## src/core/mic_irq_regs.vh

```
/*
 * Register indices, field positions, vectors and timing figures of the
 * interrupt controller. Assumes it is included by bare name.
 */
`ifndef MIC_IRQ_REGS_VH
`define MIC_IRQ_REGS_VH

// register indices; the byte address is four times the index
`define MIC_IDX_GLOBAL_EN 8'h20
`define MIC_IDX_EP_EN 8'h21
`define MIC_IDX_STATUS 8'hff

// global enable fields
`define MIC_GEN_BUSRST 0
`define MIC_GEN_T128 1
`define MIC_GEN_T1024 2
`define MIC_GEN_SINK 4
`define MIC_GEN_GPIO 5
`define MIC_GEN_WMASK 8'h37
`define MIC_EP_WMASK 8'h07
`define MIC_EN_RESET 8'h00

// status fields
`define MIC_ST_GIE 2
`define MIC_ST_BUSRST 5
`define MIC_ST_PEND 7

// vector numbers; the vector address is twice the number
`define MIC_VEC_RESET 4'h0
`define MIC_VEC_BUSRST 4'h1
`define MIC_VEC_T128 4'h2
`define MIC_VEC_T1024 4'h3
`define MIC_VEC_EP0 4'h4
`define MIC_VEC_SINK 4'ha
`define MIC_VEC_GPIO 4'hb
`define MIC_VEC_LAST 4'hc

// timing
`define MIC_CLK_PERIOD_NS 10
`define MIC_SE0_TIME_NS 8000
`define MIC_CALL_CYCLES 4'ha
`define MIC_JUMP_CYCLES 4'h5

`endif

```

## src/core/mic_irq_ctrl.v

```verilog
/*
 * Interrupt controller: request latches, enable registers, priority pick
 * and acknowledge sequencer, with a classic Wishbone register slave.
 * Assumes the processor core runs on core_clk_in, marks the last cycle
 * of each instruction, and performs the call and return stack work.
 */
// Chosen here: the Wishbone register port.
`include "mic_irq_regs.vh"
`default_nettype none

// How it works
// RQ1 - a one in an enable bit lets that source request; zero blocks it
// RQ2 - reset clears the global and endpoint enable registers
// RQ3 - pending latches sampled only in an instruction's last cycle
// RQ4 - take: clear global enable, then clear latch, then call vector
// RQ5 - the call pushes program counter, carry and zero flags only
// RQ6 - return instruction pops pc and flags and re-enables interrupts
// RQ7 - enable instruction inside a service routine allows nesting
// RQ8 - after reset fetch starts at address zero; vectors are two bytes
// RQ9 - fixed vectors for bus reset, both ticks and three endpoints
// RQ10 - all current-sink pins share vector 0x14 with no pin priority
// RQ11 - all general pins share vector 0x16 with no pin priority
// RQ12 - latency is remaining cycles plus ten for call plus five jump
// RQ13 - bus reset request after single-ended zero longer than 8 us
// RQ14 - three endpoint sources gated by endpoint enable bits 0 to 2
// RQ15 - an endpoint requests after a packet is sent on the bus
// RQ16 - firmware should disable timer interrupts before suspend
// RQ17 - sink pins request on edge chosen by per-pin polarity
// RQ18 - a triggered sink pin blocks others until inactive or disabled
// RQ19 - acknowledge leaves the sink pin enable register unchanged
// RQ20 - each of 32 general pins requests with per-port polarity
// RQ21 - a triggered general pin blocks others until inactive or disabled
// RQ22 - acknowledge leaves the general port enable registers unchanged
// RQ23 - status bit 2 shows global enable, read-only
// RQ24 - status bit 7 shows a recognised request, cleared by acknowledge
// RQ25 - bus reset also sets status bit 5 without resetting the core
// RQ26 - of several pending requests the lowest vector number goes first
module mic_irq_ctrl #(
   parameter SINK_PINS = 8,
   parameter GPIO_PINS = 32,
   parameter GPIO_PORTS = 4,
   parameter SE0_CYCLES = (`MIC_SE0_TIME_NS / `MIC_CLK_PERIOD_NS) + 1
) (
   input wire core_clk_in,
   input wire sys_rst_in,
   // wishbone slave
   input wire wb_cyc_in,
   input wire wb_stb_in,
   input wire wb_we_in,
   input wire [9:0] wb_adr_in,
   input wire [3:0] wb_sel_in,
   input wire [31:0] wb_dat_in,
   output wire [31:0] wb_dat_out,
   output wire wb_ack_out,
   // processor core
   input wire instr_last_in,
   input wire enable_irq_instr_in,
   input wire disable_irq_instr_in,
   input wire irq_return_instr_in,
   output wire irq_call_out,
   output wire irq_push_flags_out,
   output wire [15:0] irq_vector_out,
   output wire irq_global_en_out,
   // sources
   input wire usb_dp_in,
   input wire usb_dm_in,
   input wire tick_128us_in,
   input wire tick_1024us_in,
   input wire [2:0] ep_packet_sent_in,
   input wire [SINK_PINS-1:0] sink_pin_in,
   input wire [SINK_PINS-1:0] sink_pin_en_in,
   input wire [SINK_PINS-1:0] sink_pin_pol_in,
   input wire [GPIO_PINS-1:0] gpio_pin_in,
   input wire [GPIO_PINS-1:0] gpio_pin_en_in,
   input wire [GPIO_PORTS-1:0] gpio_port_pol_in
);

   localparam ST_IDLE = 2'd0;
   localparam ST_CLEAR = 2'd1;
   localparam ST_CALL = 2'd2;
   localparam NSRC = 12;
   localparam PORT_W = GPIO_PINS / GPIO_PORTS;

   function [NSRC-1:0] lowest_one;
      input [NSRC-1:0] x;
      begin
         lowest_one = x & (~x + {{(NSRC-1){1'b0}}, 1'b1});
      end
   endfunction

   function [3:0] enc_num;
      input [NSRC-1:0] onehot;
      integer i;
      begin
         enc_num = 4'h0;
         for (i = 0; i < NSRC; i = i + 1) begin
            if (onehot[i]) begin
               enc_num = i[3:0];
            end
         end
      end
   endfunction

   // ---------------- pin synchronisers ----------------
   // a level is taken once the second and third stages agree
   // the old level holds while they differ, so glitches are dropped
   localparam SYW = 2 + SINK_PINS + GPIO_PINS;
   wire [SYW-1:0] raw_pins;
   reg [SYW-1:0] sy1_q, sy2_q, sy3_q, pins_q;
   assign raw_pins = {gpio_pin_in, sink_pin_in, usb_dm_in, usb_dp_in};

   always @(posedge core_clk_in) begin
      if (sys_rst_in) begin
         sy1_q <= {SYW{1'b0}};
         sy2_q <= {SYW{1'b0}};
         sy3_q <= {SYW{1'b0}};
         pins_q <= {SYW{1'b0}};
      end else begin
         sy1_q <= raw_pins;
         sy2_q <= sy1_q;
         sy3_q <= sy2_q;
         pins_q <= (sy2_q & ~(sy2_q ^ sy3_q)) | (pins_q & (sy2_q ^ sy3_q));
      end
   end

   wire dp_s = pins_q[0];
   wire dm_s = pins_q[1];
   wire [SINK_PINS-1:0] sink_s = pins_q[2 +: SINK_PINS];
   wire [GPIO_PINS-1:0] gpio_s = pins_q[2 + SINK_PINS +: GPIO_PINS];

   // ---------------- enable registers ----------------
   // reserved bits are masked on write and read back as zero
   reg [7:0] gen_q, ep_en_q;
   reg gie_q;
   reg busrst_flag_q;
   reg pend_flag_q;
   reg [NSRC-1:0] latch_q;

   // ---------------- wishbone slave ----------------
   // ack blocks a second take of a strobe that is still held
   // read data is caught with the request and stands until the next
   reg ack_q;
   reg [31:0] rdat_q;
   wire req = wb_cyc_in & wb_stb_in & ~ack_q;
   wire [7:0] idx = wb_adr_in[9:2];
   wire wr = req & wb_we_in & wb_sel_in[0];
   wire wr_gen = wr & (idx == `MIC_IDX_GLOBAL_EN);
   wire wr_ep = wr & (idx == `MIC_IDX_EP_EN);
   wire wr_st = wr & (idx == `MIC_IDX_STATUS);
   reg [7:0] rd_mux;

   always @* begin
      case (idx)
         `MIC_IDX_GLOBAL_EN: rd_mux = gen_q;
         `MIC_IDX_EP_EN: rd_mux = ep_en_q;
         `MIC_IDX_STATUS: begin
            rd_mux = 8'h00;
            rd_mux[`MIC_ST_PEND] = pend_flag_q; // see RQ24
            rd_mux[`MIC_ST_BUSRST] = busrst_flag_q;
            rd_mux[`MIC_ST_GIE] = gie_q; // see RQ23
         end
         default: rd_mux = 8'h00;
      endcase
   end

   always @(posedge core_clk_in) begin
      if (sys_rst_in) begin
         ack_q <= 1'b0;
         rdat_q <= 32'h0000_0000;
      end else begin
         ack_q <= req;
         if (req) begin
            rdat_q <= {24'h00_0000, rd_mux};
         end
      end
   end

   assign wb_ack_out = ack_q;
   assign wb_dat_out = rdat_q;

   always @(posedge core_clk_in) begin
      if (sys_rst_in) begin
         gen_q <= `MIC_EN_RESET; // see RQ2
         ep_en_q <= `MIC_EN_RESET; // see RQ2
      end else begin
         if (wr_gen) begin
            gen_q <= wb_dat_in[7:0] & `MIC_GEN_WMASK;
         end
         if (wr_ep) begin
            ep_en_q <= wb_dat_in[7:0] & `MIC_EP_WMASK; // see RQ14
         end
      end
   end

   // ---------------- bus reset detector ----------------
   // the count saturates, so one long reset raises one request only
   reg [15:0] se0_cnt_q;
   wire se0 = ~dp_s & ~dm_s;
   wire se0_hit = se0 & (se0_cnt_q == SE0_CYCLES[15:0] - 16'h0001);

   always @(posedge core_clk_in) begin
      if (sys_rst_in) begin
         se0_cnt_q <= 16'h0000;
      end else if (!se0) begin
         se0_cnt_q <= 16'h0000;
      end else if (se0_cnt_q != SE0_CYCLES[15:0]) begin
         se0_cnt_q <= se0_cnt_q + 16'h0001; // see RQ13
      end
   end

   // ---------------- current-sink pins ----------------
   // polarity folds into the active level; a one selects rising edges
   reg [SINK_PINS-1:0] sink_act_q, sink_lock_q;
   wire [SINK_PINS-1:0] sink_pol_fix = sink_pin_pol_in;
   wire [SINK_PINS-1:0] sink_act = ~(sink_s ^ sink_pol_fix);
   // enables are inputs only; acknowledge never writes them, see RQ19
   wire [SINK_PINS-1:0] sink_edge = sink_act & ~sink_act_q & sink_pin_en_in;
   // the lock lifts when its pin goes inactive or loses its enable
   wire sink_free = ~|(sink_lock_q & sink_act & sink_pin_en_in);
   wire [SINK_PINS-1:0] sink_pick = sink_edge & (~sink_edge + 1'b1);
   wire sink_trig = sink_free & (|sink_edge);

   always @(posedge core_clk_in) begin
      if (sys_rst_in) begin
         sink_act_q <= {SINK_PINS{1'b0}};
         sink_lock_q <= {SINK_PINS{1'b0}};
      end else begin
         sink_act_q <= sink_act; // see RQ17
         if (sink_trig) begin
            sink_lock_q <= sink_pick; // see RQ18
         end else if (sink_free) begin
            sink_lock_q <= {SINK_PINS{1'b0}};
         end
      end
   end

   // ---------------- general-purpose pins ----------------
   // each pin takes the polarity of its port
   reg [GPIO_PINS-1:0] gpio_pol;
   integer p;
   always @* begin
      gpio_pol = {GPIO_PINS{1'b0}};
      for (p = 0; p < GPIO_PINS; p = p + 1) begin
         gpio_pol[p] = gpio_port_pol_in[p / PORT_W]; // see RQ20
      end
   end

   reg [GPIO_PINS-1:0] gpio_act_q, gpio_lock_q;
   wire [GPIO_PINS-1:0] gpio_act = ~(gpio_s ^ gpio_pol);
   // port enables are inputs only; acknowledge leaves them, see RQ22
   wire [GPIO_PINS-1:0] gpio_edge = gpio_act & ~gpio_act_q & gpio_pin_en_in;
   wire gpio_free = ~|(gpio_lock_q & gpio_act & gpio_pin_en_in);
   wire [GPIO_PINS-1:0] gpio_pick = gpio_edge & (~gpio_edge + 1'b1);
   wire gpio_trig = gpio_free & (|gpio_edge);

   always @(posedge core_clk_in) begin
      if (sys_rst_in) begin
         gpio_act_q <= {GPIO_PINS{1'b0}};
         gpio_lock_q <= {GPIO_PINS{1'b0}};
      end else begin
         gpio_act_q <= gpio_act;
         if (gpio_trig) begin
            gpio_lock_q <= gpio_pick; // see RQ21
         end else if (gpio_free) begin
            gpio_lock_q <= {GPIO_PINS{1'b0}};
         end
      end
   end

   // ---------------- request latches ----------------
   // reserved vector slots have no source and stay clear
   reg [NSRC-1:0] set_vec;
   always @* begin
      set_vec = {NSRC{1'b0}};
      // enables gate each source before it latches, see RQ1
      set_vec[`MIC_VEC_BUSRST] = se0_hit & gen_q[`MIC_GEN_BUSRST];
      set_vec[`MIC_VEC_T128] = tick_128us_in & gen_q[`MIC_GEN_T128];
      set_vec[`MIC_VEC_T1024] = tick_1024us_in & gen_q[`MIC_GEN_T1024];
      set_vec[`MIC_VEC_EP0 +: 3] = ep_packet_sent_in & ep_en_q[2:0]; // see RQ15
      set_vec[`MIC_VEC_SINK] = sink_trig & gen_q[`MIC_GEN_SINK]; // see RQ10
      set_vec[`MIC_VEC_GPIO] = gpio_trig & gen_q[`MIC_GEN_GPIO]; // see RQ11
   end

   // ---------------- acknowledge sequencer ----------------
   // idle, clear the serviced latch, then ten call cycles
   // the vector stands until the next take for the core to fetch
   reg [1:0] state_q;
   reg [NSRC-1:0] serv_q;
   reg [3:0] call_cnt_q;
   reg [15:0] vector_q;
   // take only in an instruction's last cycle with the mask open
   wire [NSRC-1:0] pick = lowest_one(latch_q); // see RQ26
   wire take = (state_q == ST_IDLE) & instr_last_in & gie_q & (|latch_q);
   wire [NSRC-1:0] clr_vec = (state_q == ST_CLEAR) ? serv_q : {NSRC{1'b0}};

   always @(posedge core_clk_in) begin
      if (sys_rst_in) begin
         latch_q <= {NSRC{1'b0}};
      end else begin
         // a set in the clearing cycle survives
         latch_q <= (latch_q & ~clr_vec) | set_vec; // see RQ4
      end
   end

   always @(posedge core_clk_in) begin
      if (sys_rst_in) begin
         state_q <= ST_IDLE;
         serv_q <= {NSRC{1'b0}};
         call_cnt_q <= 4'h0;
         vector_q <= 16'h0000; // see RQ8
      end else begin
         case (state_q)
            ST_IDLE: begin
               if (take) begin // see RQ3
                  serv_q <= pick;
                  vector_q <= {11'h000, enc_num(pick), 1'b0}; // see RQ9
                  state_q <= ST_CLEAR;
               end
            end
            ST_CLEAR: begin
               call_cnt_q <= `MIC_CALL_CYCLES - 4'h1;
               state_q <= ST_CALL;
            end
            ST_CALL: begin
               if (call_cnt_q == 4'h0) begin
                  state_q <= ST_IDLE;
               end else begin
                  call_cnt_q <= call_cnt_q - 4'h1; // see RQ12
               end
            end
            default: state_q <= ST_IDLE;
         endcase
      end
   end

   // global enable: take masks first, return and enable re-arm
   always @(posedge core_clk_in) begin
      if (sys_rst_in) begin
         gie_q <= 1'b0;
      end else if (take | disable_irq_instr_in) begin
         gie_q <= 1'b0; // see RQ4
      end else if (enable_irq_instr_in | irq_return_instr_in) begin
         gie_q <= 1'b1; // see RQ6 see RQ7
      end
   end

   // status flags; hardware set wins over clear
   always @(posedge core_clk_in) begin
      if (sys_rst_in) begin
         busrst_flag_q <= 1'b0;
         pend_flag_q <= 1'b0;
      end else begin
         if (se0_hit) begin
            busrst_flag_q <= 1'b1; // see RQ25
         end else if (wr_st) begin
            busrst_flag_q <= wb_dat_in[`MIC_ST_BUSRST];
         end
         if (|set_vec) begin
            pend_flag_q <= 1'b1; // see RQ24
         end else if (take) begin
            pend_flag_q <= 1'b0;
         end
      end
   end

   // the core pushes pc and flags while the call runs, see RQ5
   assign irq_call_out = (state_q == ST_CALL);
   assign irq_push_flags_out = (state_q == ST_CALL) & (call_cnt_q == 4'h0);
   assign irq_vector_out = vector_q;
   assign irq_global_en_out = gie_q;

endmodule // mic_irq_ctrl

`default_nettype wire

```

## config.mk

```make
export PLATFORM = sky130hd
export DESIGN_NAME = mic_irq_ctrl
export DESIGN_NICKNAME = d
export VERILOG_FILES = /design/src/core/mic_irq_ctrl.v
export VERILOG_INCLUDE_DIRS = /design/src /design/src/core
export SDC_FILE = /design/constraint.sdc
export NUM_CORES = 1
export LEC_CHECK = 0
export BUFFER_PORTS_ARGS = -buffer_cell sky130_fd_sc_hd__buf_2
export CAP_MARGIN = 20
export CORE_ASPECT_RATIO = 0.7
export CORE_MARGIN = 1.5
export CORE_UTILIZATION = 45
export DETAILED_ROUTE_END_ITERATION = 8
export GPL_ROUTABILITY_DRIVEN = 0
export PLACE_DENSITY = 0.77
export SLEW_MARGIN = 10
export SYNTH_ARGS = -nofsm -noshare
export SYNTH_HDL_FRONTEND = slang
export SYNTH_SLANG_ARGS = --single-unit
```

## constraint.sdc

```tcl
create_clock -name core_clk_in -period 3.8 [get_ports core_clk_in]
set_clock_uncertainty 0.2 [all_clocks]
set_input_delay 0.57 -clock core_clk_in [delete_from_list [all_inputs] [get_ports core_clk_in]]
set_output_delay 0.57 -clock core_clk_in [all_outputs]
set_load 0.1 [all_outputs]
```

Word level (Yosys, flattened, before mapping)
Cells that the tools add are included.
{"block": "totals", "ff_bits": 318, "inputBits": 154, "elab_cells": 137, "out_inout_bits": 52}
{"block": "op_classes", "muxes": 26, "bitwise": 55, "eq_ne": 12, "add_sub_neg": 5, "n_reduce_logical": 18}
{"op": "bitwise AND 32 bit", "n": 5}
{"op": "NOT 32 bit", "n": 3}
{"op": "bitwise AND 42 bit", "n": 2}
{"op": "2-to-1 mux 32 bit", "n": 2}
{"op": "OR reduction 32 bit", "n": 2}
{"op": "2-to-1 mux 4 bit", "n": 11}
{"op": "NOT 42 bit", "n": 1}
{"op": "OR 42 bit", "n": 1}
{"op": "XOR 42 bit", "n": 1}
{"op": "bitwise AND 8 bit", "n": 5}
{"op": "adder 32 x 1 -> 32 bit, second input constant", "n": 1}
{"op": "XOR 32 bit", "n": 1}
{"op": "bitwise AND 12 bit", "n": 2}
{"op": "NOT 12 bit", "n": 2}
{"op": "NOT 8 bit", "n": 3}
{"op": "case mux 8 bit (3 select lines)", "n": 1}
{"op": "OR reduction 8 bit", "n": 3}
{"op": "bitwise AND 1 bit", "n": 20}
{"op": "adder 16 x 1 -> 16 bit, second input constant", "n": 1}
{"op": "== test 16 x 10 -> 1 bit, second input constant", "n": 1}
{"op": "== test 8 x 6 -> 1 bit, second input constant", "n": 2}
{"op": "2-to-1 mux 8 bit", "n": 2}
{"op": "!= test 16 x 10 -> 1 bit, second input constant", "n": 1}
{"op": "adder 12 x 1 -> 12 bit, second input constant", "n": 1}
{"op": "24 further kinds", "n": 42}

Logic depth before layout (Yosys ltp)
Gate-level depths: netlist of run 1.
{"block": "depth", "depth_word": 14, "ltp_mapped": 9, "depth_no_buf": 7}

Least setup slack after synthesis of run 1
OpenSTA, ideal clock, no wires.
{"block": "synth_timing", "kind": "input to register", "start": "input gpio_port_pol_in[0]", "end": "register gpio_lock_q[10]", "n_path_buf": 2, "arrival_ns": 2.508, "slack_ns": 0.975, "setup_time_ns": 0.117, "cell_stages": 9, "t_required_ns": 3.483, "path_cell_list": "buf_6 xnor2_2 a32o_1 or4_4 nor3_1 nand3_1 nand3b_1 buf_4 o2bb2ai_1"}
{"block": "synth_between", "elab_chain_len": 8, "word_cells_on_any_way": 15, "classes_between": "add/sub: 1; eq/ne: 1; mux: 1; bitwise: 9; reduce/logical: 3"}
{"element": "start: declaration", "line": "mic_irq_ctrl.v:75", "text": "input wire [GPIO_PORTS-1:0] gpio_port_pol_in"}
{"element": "XOR 32 bit *", "line": "mic_irq_ctrl.v:249", "text": "wire [GPIO_PINS-1:0] gpio_act = ~(gpio_s ^ gpio_pol);"}
{"element": "NOT 32 bit *", "line": "mic_irq_ctrl.v:249"}
{"element": "bitwise AND 32 bit (on tied branches) (2 in a row)", "line": "mic_irq_ctrl.v:251, mic_irq_ctrl.v:252"}
{"element": "NOT 32 bit or OR reduction 32 bit (tied branches)", "line": "mic_irq_ctrl.v:253, mic_irq_ctrl.v:252"}
{"element": "adder 32 x 1 -> 32 bit or logical NOT 1 bit (tied branches)", "line": "mic_irq_ctrl.v:253, mic_irq_ctrl.v:252"}
{"element": "bitwise AND 32 bit or bitwise AND 1 bit (tied branches)", "line": "mic_irq_ctrl.v:253, mic_irq_ctrl.v:254"}
{"element": "2-to-1 mux 32 bit or != test 2 bit (tied branches)"}
{"element": "end signal: assignment", "line": "mic_irq_ctrl.v:259", "text": "gpio_lock_q <= {GPIO_PINS{1'b0}};"}
{"element": "end signal: assignment", "line": "mic_irq_ctrl.v:263", "text": "gpio_lock_q <= gpio_pick;"}
{"element": "end signal: assignment", "line": "mic_irq_ctrl.v:265", "text": "gpio_lock_q <= {GPIO_PINS{1'b0}};"}
{"element": "end: declaration", "line": "mic_irq_ctrl.v:248", "text": "reg [GPIO_PINS-1:0] gpio_act_q, gpio_lock_q;"}
Mark *: on every way between the ends. The rest lies on a longest branch, timed or not.
A chain may end at the register's enable or synchronous reset.

==> results of run 1 <==
## power breakdown
group          internal, mW  total (mW)  switching [mW]
registers              3.40        3.44          0.0338
clock network          1.98        3.25            1.27
logic                 0.167       0.564           0.396
## placed cells by master, fill, tap and decap left out, drive strengths merged, types with 11 or more instances in the layout
master   synthesis  layout
inv             21      22
nand2b          11      11
clkinv           0      11
nor2b          171     171
dfxtp          316     316
nor3            15      15
nand2          119     119
nor2            74      74
o21ai           51      51
nand4           24      24
nor4            11      11
nand3b          23      23
a21oi           85      85
buf             45     145
conb             1      38
clkbuf          41      37
xor2            16      16
nand3           67      67
o2bb2ai         21      21
xnor2           41      41
## routing by layer
metal / up-vias / global-route usage, % / wire (um) / share of wire, %
met5: - / 0 / 12 / 0.050
met4: 2 / 3.937 / 401 / 1.7
met3: 35 / 4.013 / 1492 / 6.2
met2: 202 / 24.92 / 10380 / 43
met1: 4054 / 25.83 / 11920 / 49
li1: 4484 / - / - / -
## area by class of cell
| class | count | area (um^2) |
|---|---|---|
| Timing Repair Buffer | 147 | 789.5 |
| Inverter | 21 | 78.83 |
| Clock buffer | 36 | 834.6 |
| Tap cell | 331 | 414.1 |
| Multi-Input combinational cell | 868 | 5095 |
| Antenna cell | 5 | 12.51 |
| Sequential cell | 316 | 6326 |
| Clock inverter | 20 | 266.5 |
| Fill cell | 2306 | 11930 |
## through the flow
stage / utilization (%) / hold WS, ns / worst slack [ns] / instances / power [mW]
after global routing: 53.63 / 0.002380 / 0.4687 / 1741 / 7.528
after detailed placement: 49.27 / 0.2199 / 0.2423 / 1681 / 4.070
after CTS: 53.58 / 0.006003 / 0.7010 / 1738 / 7.332
after floorplan: - / 0.2035 / 0.9745 / 1291 / 3.963
after global placement: 49.27 / 0.2096 / 0.2765 / 1681 / 4.059
final: 53.66 / 0.03144 / 0.6839 / 1744 / 7.249
## Yosys cell counts, drive strengths merged (21+ instances only)
cell type | count | area share (%)
clkbuf | 41 | 1.3
o2bb2ai | 21 | 1.6
nand3 | 67 | 2.8
nor2 | 74 | 2.4
xnor2 | 41 | 3.1
dfxtp | 316 | 53
buf | 45 | 2.8
inv | 21 | 0.67
nand3b | 23 | 1.5
nor2b | 171 | 9.0
nand2 | 119 | 3.8
o21ai | 51 | 2.2
nand4 | 24 | 1.3
a21oi | 85 | 3.6
## logic make-up (layout without fill, tap and decap cells)
logic type,after synthesis,count (layout),synth area share (%)
XOR/XNOR,57,57,4.279
adder cells (fa/ha/maj),5,5,0.5282
flip-flops,316,316,53.41
other,1,43,0.03166
buffers and inverters,107,224,4.743
AO/OA/AOI/OAI,197,197,10.41
multiplexers,10,10,0.8768
AND/OR/NAND/NOR,561,561,25.72
## worst reg2reg max path, stage by stage, from the launching register on
cell      delay [ns]
dfxtp_1         0.37
xor2_1          0.29
or2_1           0.15
nand4b_1        0.09
or4_1           0.66
nor2_4          0.34
nand3b_1        0.51
o32ai_1         0.42
## worst paths after layout
| kind | from | endpoint | slack, ns | depth (start not counted) |
|---|---|---|---|---|
| worst min register to register | serv_q[0]$_SDFFE_PP0P_ | latch_q[0]$_SDFF_PP0_ | 0.22 | 1 |
| worst max register to register | flop | gpio_lock_q[6]$_SDFFE_PP0P_ | 0.68 | 7 |
| worst max-delay path | flop | gpio_lock_q[6]$_SDFFE_PP0P_ | 0.68 | 7 |
| worst min-delay path | gpio_pin_in[5] | sy1_q[15]$_SDFF_PP0_ | 0.03 | 2 |
==> run_results.csv, run 1 <==
group,metric,value,unit
synth,syn_area,0.01184,mm^2
critical_path,path_class,"flop to flop",
route,routed_via_density,5.033,
sta,timing.final.crit_share,82.00,%
synth,ys.flop_type,"dfxtp_1",
cts,post_cts_resized,0,
synth,syn_inst,1254,
route,route.detailed.drc,0,
cts,htreeDepth,1,
sta,timing.fmax,320.9,MHz
sta,rsz0062_at_grt,"no",
floorplan,rows,49,
cts,cts_root_buf,"clkbuf_16",
floorplan,dieHeight,138.7,um
sta,setup_viol,0,
sta,period_needed,3.116,ns
floorplan,initial_core_util,46.00,%
grt,track_usage,17.22,%
final_layout,final_cell_area,0.01382,mm^2
synth,synth_edf_count,0,
floorplan,dieArea,0.02732,mm^2
critical_path,cp.required,4.05,ns
critical_path,cp.arrival,3.36,ns
power,leakage,5.331,nW
cts,cts_sinks,316,
worst_hold_path,min_path_type,"input port to flop",
sta,slew_viol_final,0,
cts,clk_latency,0.54,ns
critical_path,cpLargestDelayFamily,"simple AND/OR/NAND/NOR gates",
critical_path,path_max_fanout,13,
run,cap_violations,0,
final_layout,layout-drive-gt1-share,15.77,%
critical_path,path_buf_inv,0,
synth,yosysSeqAreaShare,53.41,%
floorplan,coreArea,0.02575,mm^2
synth,ys_ff_latch,316,
power,ir_worst_vdd,412.9,uV
cts,post_cts_buffers,0,
synth,avgSynthCellArea,9.445,um^2
critical_path,cp-end-kind,"flop",
cts,cts_made_buffers,30,
critical_path,startpoint_type,"flop",
grt,grt_pass1_wl,39.20,mm
placed_design,dpl_cell_area,0.01269,mm^2
floorplan,ios,206,
grt,grt_start_max_net_pins,130,
synth,async_flop_share,0,%
route,dr_total_vias,8777,
cts,clk_pin_slew,0.07,ns
route,drt_first_pass_iters,5,
cts,clockBufferDepth,3,
sta,tns,0,ns
synth,ys.warnings.count,0,
route,detail-route-antenna-nets,0,
final_layout,nNetsFinal,1543,
route,wirelength,24.20,mm
route,wl_per_cell,13.87,um
grt,antenna_found_initial,5,
critical_path,cpMaxStageDelayCell,"or4_1",
critical_path,cp_slowest_stage_delay,0.66,ns
floorplan,die_x,196.9,um
grt,first_global_vias,7964,
grt,gr-total-overflow,0,
sta,slew_headroom,43.99,%
sta,report.final.hold_viol_count,0,
route,drtIter0Drc,528,
power,power_density,524.6,mW/mm^2
placed_design,portBuffers,135,
cts,hold_buffers,1,
cts,cts_tree,"done",
final_layout,syn_to_final_growth,16.66,%
status,outcome,"completed",
sta,worst_slew_pin_slew,0.8402,ns
placed_design,hpwl,16.87,mm
synth,ys_types,59,
critical_path,crit_chain,"xor2_1 -> or2_1 -> nand4b_1 -> or4_1 -> nor2_4 -> nand3b_1 -> o32ai_1",
No activity file was read; power rests on OpenSTA's default activity.
==> run 2, diff against run 1 <==
- PLACE_DENSITY: 0.77 -> 0.8
- clock period: 3.8 -> 2.8 ns (I/O delays scaled with it)
==> run_results.csv, run 2 (synthesis results as in run 1) <==
group,metric,value,unit
worst_hold_path,min_to,"sink_act_q[7]$_SDFF_PP0_",
critical_path,path_max_fanout,8,
worst_hold_path,holdPathStages,3,
sta,rsz0062_at_grt,"no",
final_layout,final_common_cell,"dfxtp_1",
floorplan,coreArea,0.02575,mm^2
worst_hold_path,hold_path.startpoint,"sink_pin_pol_in[7]",
power,leakage,5.698,nW
route,routed_via_density,5.046,
floorplan,dieArea,0.02732,mm^2
critical_path,cpMaxStageDelayCell,"or4_4",
final_layout,layout_common_cells,"316 x dfxtp_1, 171 x nor2b_1, 134 x buf_2",
route,wl_met1,12.20,mm
sta,tns,0,ns
cts,clk_latency,0.55,ns
placed_design,portBuffers,135,
sta,timing.fmax,367.3,MHz
route,wl_per_cell,14.14,um
cts,post_cts_buffers,0,
final_layout,final_cell_area,0.01461,mm^2
placed_design,dp.cells,1714,
grt,track_usage,18.89,%
cts,clk_pin_slew,0.06,ns
sta,slew_viol_final,0,
sta,period_needed,2.723,ns
critical_path,cpMostUsedCell,"buf_4",
final_layout,layout-drive-gt1-share,16.78,%
power,ir_worst_vdd,471.6,uV
floorplan,dieHeight,138.7,um
route,wirelength,25.94,mm
critical_path,crit_chain,"dlygate4sd3_1 -> buf_2 -> a32o_1 -> or4_4 -> buf_4 -> nor3_4 -> nand4_2 -> buf_4 -> o2bb2ai_1",
grt,first_global_vias,8929,
cts,cts_root_buf,"clkbuf_16",
critical_path,cp_slowest_stage_delay,0.56,ns
grt,grt_start_max_net_pins,132,
critical_path,cp.arrival,2.99,ns
route,drt_first_pass_iters,5,
route,detail-route-antenna-nets,0,
route,wl_met3,1.714,mm
floorplan,initial_core_util,46.00,%
sta,slew_headroom,61.29,%
run,cap_violations,0,
critical_path,r2r_cells,8,
grt,grt_pass1_wl,43.00,mm
final_layout,syn_to_final_growth,23.38,%
route,route.detailed.drc,0,
sta,setup_viol,0,
route,dr_total_vias,9259,
grt,gr-total-overflow,0,
cts,htreeDepth,1,
route,drtIter0Drc,546,
placed_design,hpwl,17.40,mm
floorplan,rows,49,
route,dr_wl_met2,11.43,mm
critical_path,r2r_slack,0.11,ns
route,top_layer,"met5",
power,power,9.581,mW
grt,antenna_found_initial,2,
critical_path,cp-end-kind,"flop",
status,outcome,"completed",
sta,worst_slew_pin_slew,0.5807,ns
cts,cts_made_buffers,30,
placed_design,dpl_cell_area,0.01297,mm^2
critical_path,path_class,"input port to flop",
floorplan,die_x,196.9,um
sta,report.final.hold_viol_count,0,
cts,clockBufferDepth,3,
critical_path,startpoint_type,"input port",
floorplan,ios,206,
sta,whs,0.03201,ns
critical_path,cp.required,3.07,ns
cts,cts_sinks,316,
cts,cts_tree,"done",
critical_path,reg2reg_to,"gpio_lock_q[18]$_SDFFE_PP0P_",
final_layout,nNetsFinal,1637,
power,power_density,655.6,mW/mm^2
final_layout,final_cells,1835,
sta,timing.final.crit_share,97.24,%
worst_hold_path,min_path_type,"input port to flop",
==> run 2: final cells by class <==
type                            instances  area (um^2)
Antenna cell                            2        5.005
Clock buffer                           40        838.3
Clock inverter                         16        155.1
Fill cell                            2196        11140
Inverter                               21        78.83
Multi-Input combinational cell        868         5107
Sequential cell                       316         6326
Tap cell                              331        414.1
Timing Repair Buffer                  241         1688
==> run 2: stage by stage <==
step	worst slack [ns]	util (%)
5_1_grt	0.02808	56.73
3_3_place_gp	-0.04718	50.37
3_5_place_dp	-0.1254	50.37
6_report	0.07735	56.75
4_1_cts	0.1112	56.68
2_1_floorplan	0.1245	-
==> run 2: where the power goes <==
group	leakage, nW	internal, mW	total, mW	switching, mW
Clock	0.483	2.30	4.02	1.72
Combinational	2.63	0.327	0.895	0.567
Sequential	2.58	4.62	4.67	0.0472
Total	5.70	7.24	9.58	2.34
==> run 2: repair_timing <==
action,CTS,global route
hold buffers,63,0
resized for setup,0,2
endpoints found under the hold margin,64,0
endpoints found under the setup margin,0,22
==> run 2: worst max-delay path by stage <==
stage / start / endpoint / slack, ns / depth (start not counted)
2_1_floorplan: gpio_port_pol_in[0] / gpio_lock_q[10]$_SDFFE_PP0P_ / 0.12 / 9
3_3_place_gp: gpio_port_pol_in[0] / gpio_lock_q[12]$_SDFFE_PP0P_ / -0.05 / 9
3_5_place_dp: gpio_port_pol_in[0] / gpio_lock_q[12]$_SDFFE_PP0P_ / -0.13 / 9
4_1_cts: gpio_pin_en_in[1] / gpio_lock_q[12]$_SDFFE_PP0P_ / 0.11 / 9
5_1_grt: flop / gpio_lock_q[26]$_SDFFE_PP0P_ / 0.03 / 7
6_report: gpio_pin_en_in[1] / gpio_lock_q[18]$_SDFFE_PP0P_ / 0.08 / 9
==> run 2: metal layers <==
| metal | vias up | GRT usage (%) |
|---|---|---|
| met3 | 60 | 4.475 |
| met4 | 2 | 4.982 |
| met5 | - | 0 |
| met1 | 4312 | 26.08 |
| li1 | 4638 | - |
| met2 | 247 | 29.70 |
==> run 2: critical path, delay by kind of cell <==
| kind | cells | cell delay, ns |
|---|---|---|
| buf+inv | 4 | 1.07 |
| simple gates | 3 | 1.10 |
| compound gates | 2 | 0.41 |
